File: config.mk
export PLATFORM = sky130hd
export DESIGN_NAME = fsec_ctrl
export DESIGN_NICKNAME = d
export VERILOG_FILES = /design/src/fsec_pkg.sv /design/src/fsec_ctrl.sv
export VERILOG_INCLUDE_DIRS = /design/src /design/src/src
export SDC_FILE = /design/constraint.sdc
export NUM_CORES = 1
export LEC_CHECK = 0
export ABC_AREA = 1
export BUFFER_PORTS_ARGS = -buffer_cell sky130_fd_sc_hd__buf_4
export CAP_MARGIN = 20
export CELL_PAD_IN_SITES_DETAIL_PLACEMENT = 1
export CELL_PAD_IN_SITES_GLOBAL_PLACEMENT = 2
export CORE_UTILIZATION = 28
export DETAILED_ROUTE_END_ITERATION = 8
export GPL_ROUTABILITY_DRIVEN = 0
export GPL_TIMING_DRIVEN = 1
export PLACE_DENSITY_LB_ADDON = 0.1
export SYNTH_ARGS = -nofsm -noshare
export SYNTH_HDL_FRONTEND = slang
export SYNTH_SLANG_ARGS = --single-unit
export TNS_END_PERCENT = 1
File: constraint.sdc
create_clock -name clk -period 2.4 [get_ports clk]
set_input_delay 0.48 -clock clk [delete_from_list [all_inputs] [get_ports clk]]
set_output_delay 0.48 -clock clk [all_outputs]
set_load 0.02 [all_outputs]
File: src/fsec_map.svh
/*
 * Command codes, status bit positions and timing figures of the flash
 * suspend, reset and ECC control block.
 * Assumes inclusion by bare name from the package and the design file.
 */
`ifndef FSEC_MAP_SVH
`define FSEC_MAP_SVH

`define FSEC_CMD_NOP        8'h00
`define FSEC_CMD_READ3      8'h03
`define FSEC_CMD_READ4      8'h13
`define FSEC_CMD_FREAD3     8'h0B
`define FSEC_CMD_FREAD4     8'h0C
`define FSEC_CMD_OREAD      8'hEC
`define FSEC_CMD_ODREAD     8'hEE
`define FSEC_CMD_PTABLE     8'h5A
`define FSEC_CMD_PTABLE_X   8'hA5
`define FSEC_CMD_ID         8'h9F
`define FSEC_CMD_BURST      8'hC0
`define FSEC_CMD_ENSO       8'hB1
`define FSEC_CMD_EXSO       8'hC1
`define FSEC_CMD_WRITE_ENABLE_COMMAND       8'h06
`define FSEC_CMD_RESUME     8'h30
`define FSEC_CMD_SUSPEND    8'hB0
`define FSEC_CMD_RDLOCK     8'h2D
`define FSEC_CMD_RDSPB      8'hE2
`define FSEC_CMD_RDFBR      8'h16
`define FSEC_CMD_RDDPB      8'hE0
`define FSEC_CMD_RDCFG2     8'h71
`define FSEC_CMD_WRCFG2     8'h72
`define FSEC_CMD_WRITE_DISABLE_COMMAND       8'h04
`define FSEC_CMD_RDST       8'h05
`define FSEC_CMD_RDCFG      8'h15
`define FSEC_CMD_RDSEC      8'h2B
`define FSEC_CMD_RES        8'hAB
`define FSEC_CMD_ARM        8'h66
`define FSEC_CMD_EXEC       8'h99
`define FSEC_CMD_PP         8'h02
`define FSEC_CMD_SE         8'h20

`define FSEC_A_TOP_00       2'b00
`define FSEC_A_TOP_01       2'b01
`define FSEC_A_TOP_10       2'b10

`define FSEC_SEC_PSB        2
`define FSEC_SEC_ESB        3

`define FSEC_SPI_ADDR_BYTES 3
`define FSEC_SPI_DUMMY      8
`define FSEC_OCT_ADDR_BYTES 4
`define FSEC_OCT_DUMMY      20

`define FSEC_CHUNKS         16
`define FSEC_ECC_CLEAR      3'h0

`define FSEC_CLK_NS         100
`define FSEC_SUSP_LAT_US    20
`define FSEC_PP_US          1000
`define FSEC_SE_US          25000

`endif

File: src/fsec_pkg.sv
/*
 * Types of the flash suspend, reset and ECC control block.
 * Assumes fsec_map.svh for the figures the types use.
 */
`include "fsec_map.svh"

package fsec_pkg;

	typedef enum logic [3:0] {
		FSEC_IDLE    = 4'b0001,
		FSEC_BUSY    = 4'b0010,
		FSEC_SUSPING = 4'b0100,
		FSEC_SUSP    = 4'b1000
	} fsec_state_e;

	typedef struct packed {
		logic       valid;
		logic [7:0] code;
		logic [1:0] addr_top;
	} fsec_cmd_s;

	typedef struct packed {
		logic [2:0] err_type;
		logic [3:0] fail_count;
		logic [3:0] first_chunk;
		logic [31:0] first_addr;
	} fsec_ecc_s;

endpackage

File: src/fsec_ctrl.sv
/*
 * Command-level control of a serial/octal NOR flash: suspend and resume,
 * two-step software reset, no-operation, parameter-table read phases and
 * per-chunk ECC bookkeeping and reporting.
 * Assumes the command decoder on the same clock hands over one decoded
 * command per pulse, and the array engine reports completion and ECC
 * results on the same clock.
 */
// Contract
// - Latency-gated commands accepted in suspend after latency
// - Listed commands accepted in suspend at once
// - Resume sets latch and busy, clears suspend flag
// - Resumed operation continues until done or suspended
// - Completion clears latch and busy bits
// - No-operation only cancels pending reset arm
// - Arm then execute restores power-on defaults; the code keeps chunk rewrite tracking (ECC-off chunks) across it
// - Execute acts only right after arm
// - Software reset aborts running program or erase
// - Single-line table read: cmd, 3 addr, 8 dummy
// - Octal table read: 4 addr, 20 dummy
// - Hamming code corrects one bit per chunk
// - Page split into sixteen 16-byte chunks
// - Rewritten chunk loses ECC until sector erase
// - ECC reports type, count, first failing chunk
// - ECC reports cleared by write or reset
// - Suspend clears latch, sets program or erase flag
`timescale 1ns/10ps
`default_nettype none
`include "fsec_map.svh"

module fsec_ctrl (
	input  wire logic              clk,            // 10 MHz clock
	input  wire logic              rst_n,          // Synchronous reset, active low
	input  wire fsec_pkg::fsec_cmd_s cmd,          // Decoded command pulse
	input  wire logic              octal_mode,     // Octal single or double rate
	input  wire logic              double_rate,    // Octal double-rate mode
	input  wire logic              op_done,        // Array engine finished
	input  wire logic              ecc_event,      // Read found a chunk error
	input  wire logic [2:0]        ecc_type,       // Error type of that event
	input  wire logic [31:0]       ecc_addr,       // Address of that chunk
	input  wire logic              prog_chunk,     // Program touches a chunk
	input  wire logic [3:0]        prog_chunk_idx, // Chunk index in the page
	input  wire logic              sector_erased,  // Sector erase finished
	input  wire logic              ecc_wr,         // Write to ECC status field
	input  wire logic [2:0]        ecc_wr_data,    // Data of that write
	output logic                   cmd_accept,     // Command taken
	output logic                   cmd_reject,     // Command refused
	output logic                   write_enable_latch, // Latch bit
	output logic                   write_in_progress,  // Busy bit
	output logic                   program_suspended_flag, // Program suspended
	output logic                   erase_suspended_flag,   // Erase suspended
	output logic                   op_run,         // Array engine may run
	output logic                   op_abort,       // Abort pulse to engine
	output logic                   soft_reset,     // Defaults restore pulse
	output logic [2:0]             addr_bytes,     // Table-read address bytes
	output logic [4:0]             dummy_cycles,   // Table-read dummy cycles
	output logic                   addr_align_err, // Odd double-rate address
	output logic                   chunk_ecc_on,   // ECC live for chunk
	output fsec_pkg::fsec_ecc_s    ecc_report      // ECC reporting fields
);

	localparam int SUSP_CYC = (`FSEC_SUSP_LAT_US * 1000 + `FSEC_CLK_NS - 1) / `FSEC_CLK_NS;

	fsec_pkg::fsec_state_e state;
	fsec_pkg::fsec_state_e next_state;
	logic [7:0]  lat_cnt;
	logic        is_erase;
	logic        arm;
	logic [`FSEC_CHUNKS-1:0] chunk_written;
	logic [`FSEC_CHUNKS-1:0] chunk_off;

	function automatic logic is_code(input logic [7:0] c, input logic [7:0] k);
		return c == k;
	endfunction

	wire logic [7:0] c = cmd.code;
	wire logic gated_cmd = is_code(c, `FSEC_CMD_READ3) | is_code(c, `FSEC_CMD_READ4)
		| is_code(c, `FSEC_CMD_FREAD3) | is_code(c, `FSEC_CMD_FREAD4)
		| is_code(c, `FSEC_CMD_OREAD) | is_code(c, `FSEC_CMD_ODREAD)
		| is_code(c, `FSEC_CMD_PTABLE) | is_code(c, `FSEC_CMD_ID)
		| is_code(c, `FSEC_CMD_BURST) | is_code(c, `FSEC_CMD_ENSO)
		| is_code(c, `FSEC_CMD_EXSO) | is_code(c, `FSEC_CMD_WRITE_ENABLE_COMMAND)
		| is_code(c, `FSEC_CMD_RESUME) | is_code(c, `FSEC_CMD_RDLOCK)
		| is_code(c, `FSEC_CMD_RDSPB) | is_code(c, `FSEC_CMD_RDFBR)
		| is_code(c, `FSEC_CMD_RDDPB)
		| (is_code(c, `FSEC_CMD_RDCFG2) & (cmd.addr_top == `FSEC_A_TOP_00
			| cmd.addr_top == `FSEC_A_TOP_01))
		| (is_code(c, `FSEC_CMD_WRCFG2) & cmd.addr_top == `FSEC_A_TOP_00);
	wire logic free_cmd = is_code(c, `FSEC_CMD_WRITE_DISABLE_COMMAND) | is_code(c, `FSEC_CMD_RDST)
		| is_code(c, `FSEC_CMD_RDCFG) | is_code(c, `FSEC_CMD_RDSEC)
		| is_code(c, `FSEC_CMD_RES) | is_code(c, `FSEC_CMD_ARM)
		| is_code(c, `FSEC_CMD_EXEC) | is_code(c, `FSEC_CMD_NOP)
		| ((is_code(c, `FSEC_CMD_RDCFG2) | is_code(c, `FSEC_CMD_WRCFG2))
			& cmd.addr_top == `FSEC_A_TOP_10);
	wire logic lat_done = lat_cnt == 8'(SUSP_CYC);
	wire logic in_susp = state == fsec_pkg::FSEC_SUSPING || state == fsec_pkg::FSEC_SUSP;
	wire logic susp_ok = free_cmd | (gated_cmd & state == fsec_pkg::FSEC_SUSP & lat_done);
	wire logic accept = cmd.valid & (!in_susp | susp_ok);
	wire logic is_exec = accept & is_code(c, `FSEC_CMD_EXEC);
	wire logic do_reset = is_exec & arm;
	wire logic is_resume = accept & is_code(c, `FSEC_CMD_RESUME) & state == fsec_pkg::FSEC_SUSP;
	wire logic is_suspend = accept & is_code(c, `FSEC_CMD_SUSPEND) & state == fsec_pkg::FSEC_BUSY;
	wire logic start_op = accept & state == fsec_pkg::FSEC_IDLE & write_enable_latch
		& (is_code(c, `FSEC_CMD_PP) | is_code(c, `FSEC_CMD_SE));
	wire logic ecc_clr = do_reset | (ecc_wr & ecc_wr_data == `FSEC_ECC_CLEAR);

	assign cmd_accept = accept;
	assign cmd_reject = cmd.valid & !accept;
	assign op_run = state == fsec_pkg::FSEC_BUSY;
	assign chunk_ecc_on = !chunk_off[prog_chunk_idx];

	always_comb begin
		next_state = state;
		case (state)
			fsec_pkg::FSEC_IDLE: begin
				if (start_op)
					next_state = fsec_pkg::FSEC_BUSY;
			end
			fsec_pkg::FSEC_BUSY: begin
				if (is_suspend)
					next_state = fsec_pkg::FSEC_SUSPING;
				else if (op_done)
					next_state = fsec_pkg::FSEC_IDLE;
			end
			fsec_pkg::FSEC_SUSPING: begin
				if (lat_done)
					next_state = fsec_pkg::FSEC_SUSP;
			end
			fsec_pkg::FSEC_SUSP: begin
				if (is_resume)
					next_state = fsec_pkg::FSEC_BUSY;
			end
			default: next_state = fsec_pkg::FSEC_IDLE;
		endcase
		if (do_reset)
			next_state = fsec_pkg::FSEC_IDLE;
	end

	always_ff @(posedge clk) begin
		if (!rst_n) begin
			state <= fsec_pkg::FSEC_IDLE;
			lat_cnt <= 8'h00;
			is_erase <= 1'b0;
		end else begin
			state <= next_state;
			if (next_state == fsec_pkg::FSEC_SUSPING && state != fsec_pkg::FSEC_SUSPING)
				lat_cnt <= 8'h00;
			else if (in_susp && !lat_done)
				lat_cnt <= lat_cnt + 8'h01;
			if (start_op)
				is_erase <= is_code(c, `FSEC_CMD_SE);
		end
	end

	// Any command other than arm drops the arming, refused ones too
	always_ff @(posedge clk) begin
		if (!rst_n)
			arm <= 1'b0;
		else if (cmd.valid)
			arm <= is_code(c, `FSEC_CMD_ARM);
	end

	always_ff @(posedge clk) begin
		if (!rst_n || do_reset) begin
			write_enable_latch <= 1'b0;
			write_in_progress <= 1'b0;
			program_suspended_flag <= 1'b0;
			erase_suspended_flag <= 1'b0;
		end else if (is_resume) begin
			write_enable_latch <= 1'b1;
			write_in_progress <= 1'b1;
			program_suspended_flag <= 1'b0;
			erase_suspended_flag <= 1'b0;
		end else if (state == fsec_pkg::FSEC_SUSPING && lat_done) begin
			write_enable_latch <= 1'b0;
			program_suspended_flag <= !is_erase;
			erase_suspended_flag <= is_erase;
		end else if (state == fsec_pkg::FSEC_BUSY && op_done && !is_suspend) begin
			write_enable_latch <= 1'b0;
			write_in_progress <= 1'b0;
		end else if (start_op) begin
			write_in_progress <= 1'b1;
		end else if (accept && is_code(c, `FSEC_CMD_WRITE_ENABLE_COMMAND)) begin
			write_enable_latch <= 1'b1;
		end else if (accept && is_code(c, `FSEC_CMD_WRITE_DISABLE_COMMAND)) begin
			write_enable_latch <= 1'b0;
		end
	end

	always_ff @(posedge clk) begin
		if (!rst_n)
			op_abort <= 1'b0;
		else
			op_abort <= do_reset & (state != fsec_pkg::FSEC_IDLE);
	end

	always_ff @(posedge clk) begin
		if (!rst_n)
			soft_reset <= 1'b0;
		else
			soft_reset <= do_reset;
	end

	// Table-read phase lengths and alignment check
	always_ff @(posedge clk) begin
		if (!rst_n || do_reset) begin
			addr_bytes <= 3'(`FSEC_SPI_ADDR_BYTES);
			dummy_cycles <= 5'(`FSEC_SPI_DUMMY);
			addr_align_err <= 1'b0;
		end else if (accept && is_code(c, `FSEC_CMD_PTABLE)) begin
			addr_bytes <= octal_mode ? 3'(`FSEC_OCT_ADDR_BYTES) : 3'(`FSEC_SPI_ADDR_BYTES);
			dummy_cycles <= octal_mode ? 5'(`FSEC_OCT_DUMMY) : 5'(`FSEC_SPI_DUMMY);
			addr_align_err <= 1'b0;
		end else if (accept && octal_mode && double_rate && is_code(c, `FSEC_CMD_PTABLE_X)) begin
			addr_align_err <= 1'b1;
		end
	end

	// Chunk rewrite tracking: second program of a chunk switches ECC off
	always_ff @(posedge clk) begin
		if (!rst_n) begin
			chunk_written <= '0;
			chunk_off <= '0;
		end else begin
			if (sector_erased) begin
				chunk_written <= '0;
				chunk_off <= '0;
			end
			// A program in the erase cycle wins over the erase
			if (prog_chunk) begin
				chunk_written[prog_chunk_idx] <= 1'b1;
				if (chunk_written[prog_chunk_idx] && !sector_erased)
					chunk_off[prog_chunk_idx] <= 1'b1;
			end
		end
	end

	// Error reporting; new event wins over a clear in the same cycle
	always_ff @(posedge clk) begin
		if (!rst_n) begin
			ecc_report <= '0;
		end else if (ecc_event) begin
			ecc_report.err_type <= ecc_type;
			if (ecc_clr || ecc_report.fail_count == 4'h0) begin
				ecc_report.first_addr <= ecc_addr;
				ecc_report.first_chunk <= ecc_addr[7:4];
			end
			if (ecc_clr)
				ecc_report.fail_count <= 4'h1;
			else if (ecc_report.fail_count != 4'hF)
				ecc_report.fail_count <= ecc_report.fail_count + 4'h1;
		end else if (ecc_clr) begin
			ecc_report <= '0;
		end
	end

endmodule

`default_nettype wire

==> run summary <==
In the synthesized netlist the async set-or-reset flop fraction comes to 0. The remaining antenna violation count after routing is 0. The number of vias after detailed routing came out at 4,731. STA classifies the critical path startpoint as a primary input. The most instantiated library cell after synthesis is sky130_fd_sc_hd__nand2_1. Along the worst path, the maximum fanout reaches 5. The final critical-path share of the clock period came out at 0.9362. The number of design-rule violations left by the first detailed-router iteration came out at 116. The endpoint required time on the critical path came out at 1.92 ns.

The area of the core region is 16,000 µm². The pin count of the biggest net entering global routing came out at 54. The setup slack after layout came out at 0.1532 ns. The run finished with clean final reports. The core occupancy in the finished layout is 0.3822. The sum of overflow across all layers after global routing came out at 0. The via count of the first global-routing pass came to 4,727.

The count of nets after finishing is 883. Data arrives at the worst endpoint at 1.77 ns. The first-pass iteration count of the detailed router is 4. The total number of placement rows came out at 46. The post-placement cell area came out at 5767 µm². The maximum number of buffers from clock root to sink is 2.

The area of the mapped netlist came out at 4612 µm². The first global-routing pass estimated 22,800 µm of wire. The setup slack at placement came out at -0.04004 ns.

The internal portion of the total power is 2.706 mW. The average instance in the mapped netlist occupies 6.645 µm². The number of warning messages in the yosys log is 0. The number of setup violations in the final report is 0. The worst clock skew on the final layout is 0.01167 ns. The share of synthesized area in the top cell type comes to 0.4080. The worst reg-to-reg path cell count is 15. The worst path in the final design needs a cycle of 2.247 ns, including I/O delays and setup. For this configuration, the core starts out at a cell density of 0.2882. The count of filler cells inserted in the layout came out at 2,079. The clock sink total came out at 94.

The sequential fraction of design power is 0.445. The power density over the cells is 610.5 nW/µm². The number of diodes came out at 0. Of the total power, the share spent switching nets is 0.2752.

The via-per-instance ratio is 4.562. The post-detailed-routing wire length came out at 14,140 µm. The static leakage power is 2.940 nW. The insertion delay to the later sink of the worst-skew pair came out at 0.35 ns. The critical path is of the primary input to output port type. Setup repair after global routing left no endpoint under its margin. The part of the total power dissipated in combinational logic came out at 0.165. The share of the Yosys chip area taken by registers is 0.4080. The max-slew violation count is 0. By area the synthesized netlist is led by sky130_fd_sc_hd__dfxtp_1 41%, sky130_fd_sc_hd__nand2_1 12%, sky130_fd_sc_hd__nor2_1 9.0%.

The buffer type at the clock tree root is sky130_fd_sc_hd__clkbuf_16. The clock edge transition at the registers on the reported setup and hold paths came out at 0.06 ns. The hold-critical path depth is 2. The maximum clock rate came out at 0.4451 GHz. For this run, the total global-route usage over all layers was measured as 0.1718. TritonCTS built the clock tree. The H-tree was split into 3 levels. The clock network power share came out at 0.389. The max-capacitance violation count came out at 0. The slew at the pin closest to its max-slew limit is 0.5786 ns. The average routed wire per standard cell came out at 13.64 µm. The number of antenna violations at the first check in global routing is 0. The number of flip-flops and latches in the synthesized netlist is 94. The signed area change from the synthesized netlist to the final layout came out at 32.58%.

The detailed placement HPWL is 10,740 µm. The overall die height came out at 130.3 µm. The chip width is 130.3 µm. The primary flip-flop cell chosen by synthesis mapping is sky130_fd_sc_hd__dfxtp_1. Pin placement for this block handled 124 I/O pins. The area of the die is 16,990 µm².

The final hold violation count came out at 0. The worst slew margin relative to its limit is 0.6128. The tightest min-delay check is of the primary input to register type. The number of distinct standard cells referenced by the synthesized netlist is 30. sky130_fd_sc_hd__dfxtp_1 takes more of the synthesized area than any other cell. The fraction of layout cells with a size suffix above 1 came out at 0.2217. The detailed-route DRC error count came out at 0. The highest ir drop seen on vdd is 0.0003560 V. The reported net switching power came out at 1.027 mW. The number of standard cells after synthesis is 694. With fillers left out, the area of the finished cells amounts to 6115 µm². The critical path endpoint category is an output port. The number of input and output port buffers inserted is 121. The number of clock buffers inserted by TritonCTS is 9.

The commonest cells after synthesis are 149 x sky130_fd_sc_hd__nand2_1, 111 x sky130_fd_sc_hd__nor2_1, 102 x sky130_fd_sc_hd__inv_1, 94 x sky130_fd_sc_hd__dfxtp_1, 38 x sky130_fd_sc_hd__nand3_1. The number of flops mapped to enable cells by yosys came out at 0.
[power groups by stage]
stage | Sequential (mW) | Clock, mW | Combinational [mW]
after global routing | 1.67 | 1.58 | 0.684
final | 1.66 | 1.45 | 0.617
after global placement | 1.69 | 0 | 0.610
after detailed placement | 1.70 | 0 | 0.623
after CTS | 1.66 | 1.52 | 0.624
after floorplan | 1.76 | 0 | 0.281
[layer usage]
layer  up-vias  track usage  wire [µm]
met2       100       0.2847       6550
li1       2437            -          -
met5         -            0          0
met1      2184       0.2059       6431
met3        10      0.06642        997
met4         0      0.04868        159
[layout by cell type (no fill, tap or decap), drive strengths merged]
cell / count
o22ai: 16
nor2: 113
nand3: 41
conb: 2
ha: 4
a31oi: 14
buf: 143
bufinv: 1
clkbuf: 10
nand3b: 2
nand4: 15
clkinvlp: 2
o21ai: 62
inv: 105
xor2: 4
nand2: 151
nor3b: 1
dfxtp: 94
clkinv: 4
nor3: 9
a211oi: 3
or2: 3
a21oi: 22
[metrics by stage]
| stage | hold WS, ns | setup TNS (ns) | std cells | power [mW] |
|---|---|---|---|---|
| after global routing | 0.3682 | 0 | 1037 | 3.932 |
| after global placement | 0.4388 | 0 | 1020 | 2.304 |
| after CTS | 0.3509 | 0 | 1035 | 3.807 |
| after floorplan | 0.4371 | 0 | 695 | 2.044 |
| after detailed placement | 0.4578 | -0.1225 | 1020 | 2.319 |
| final | 0.3760 | 0 | 1037 | 3.733 |
[cell type report]
cell class | instances | area, µm² | share of cell area
timing repair buffer | 143 | 1086 | 0.1776
tap | 216 | 270.3 | 0.04420
clock inverter | 5 | 58.81 | 0.009617
sequential | 94 | 1882 | 0.3078
multi-input combinational | 462 | 2177 | 0.3560
clock buffer | 10 | 239.0 | 0.03908
inverter | 107 | 401.6 | 0.06568
[flip-flops by register name (all words and copies together), names as in the netlist]
name / count
addr_align_err: 1
addr_bytes: 1
arm: 1
chunk_off: 16
chunk_written: 16
dummy_cycles: 1
ecc_report: 39
erase_suspended_flag: 1
is_erase: 1
lat_cnt: 8
op_abort: 1
program_suspended_flag: 1
soft_reset: 1
state: 4
write_enable_latch: 1
write_in_progress: 1
[repair_timing]
action | 4_1_cts | 5_1_grt
hold buffers | 0 | 0
endpoints found under the setup margin | 0 | 2
buffers inserted | 0 | 2
gates resized for setup | 0 | 11
[cells by family after synthesis]
| family | Yosys count | share of synthesized area |
|---|---|---|
| and+or+nand+nor | 335 | 0.3068 |
| buffers and inverters | 139 | 0.1283 |
| AOI/OAI and AO/OA | 117 | 0.1375 |
| DFF | 94 | 0.4080 |
| xor gates and xnor gates | 4 | 0.007596 |
| adders and majority gates | 4 | 0.01085 |
| other | 1 | 0.0008131 |
[worst paths after layout]
check,startpoint,to,slack [ns]
hold / removal,cmd[10],arm$_SDFFE_PN0P_,0.38
hold reg to reg,addr_align_err$_SDFFE_PP0P_,addr_align_err$_SDFFE_PP0P_,0.47
setup / recovery,cmd[2],cmd_accept,0.15
setup reg to reg,state[1]$_SDFF_PN0_,addr_align_err$_SDFFE_PP0P_,0.32
[worst max-delay path: stages]
cell and delay (ns):
sky130_fd_sc_hd__buf_4 0.12, sky130_fd_sc_hd__inv_1 0.08, sky130_fd_sc_hd__nand2_1 0.14, sky130_fd_sc_hd__nor2_1 0.22, sky130_fd_sc_hd__nand2_1 0.11, sky130_fd_sc_hd__nand3_1 0.10
sky130_fd_sc_hd__nor2_1 0.05, sky130_fd_sc_hd__nand3_2 0.08, sky130_fd_sc_hd__nand2_2 0.06, sky130_fd_sc_hd__a21oi_2 0.16, sky130_fd_sc_hd__buf_4 0.16
Power figures use the tool's default switching activity.
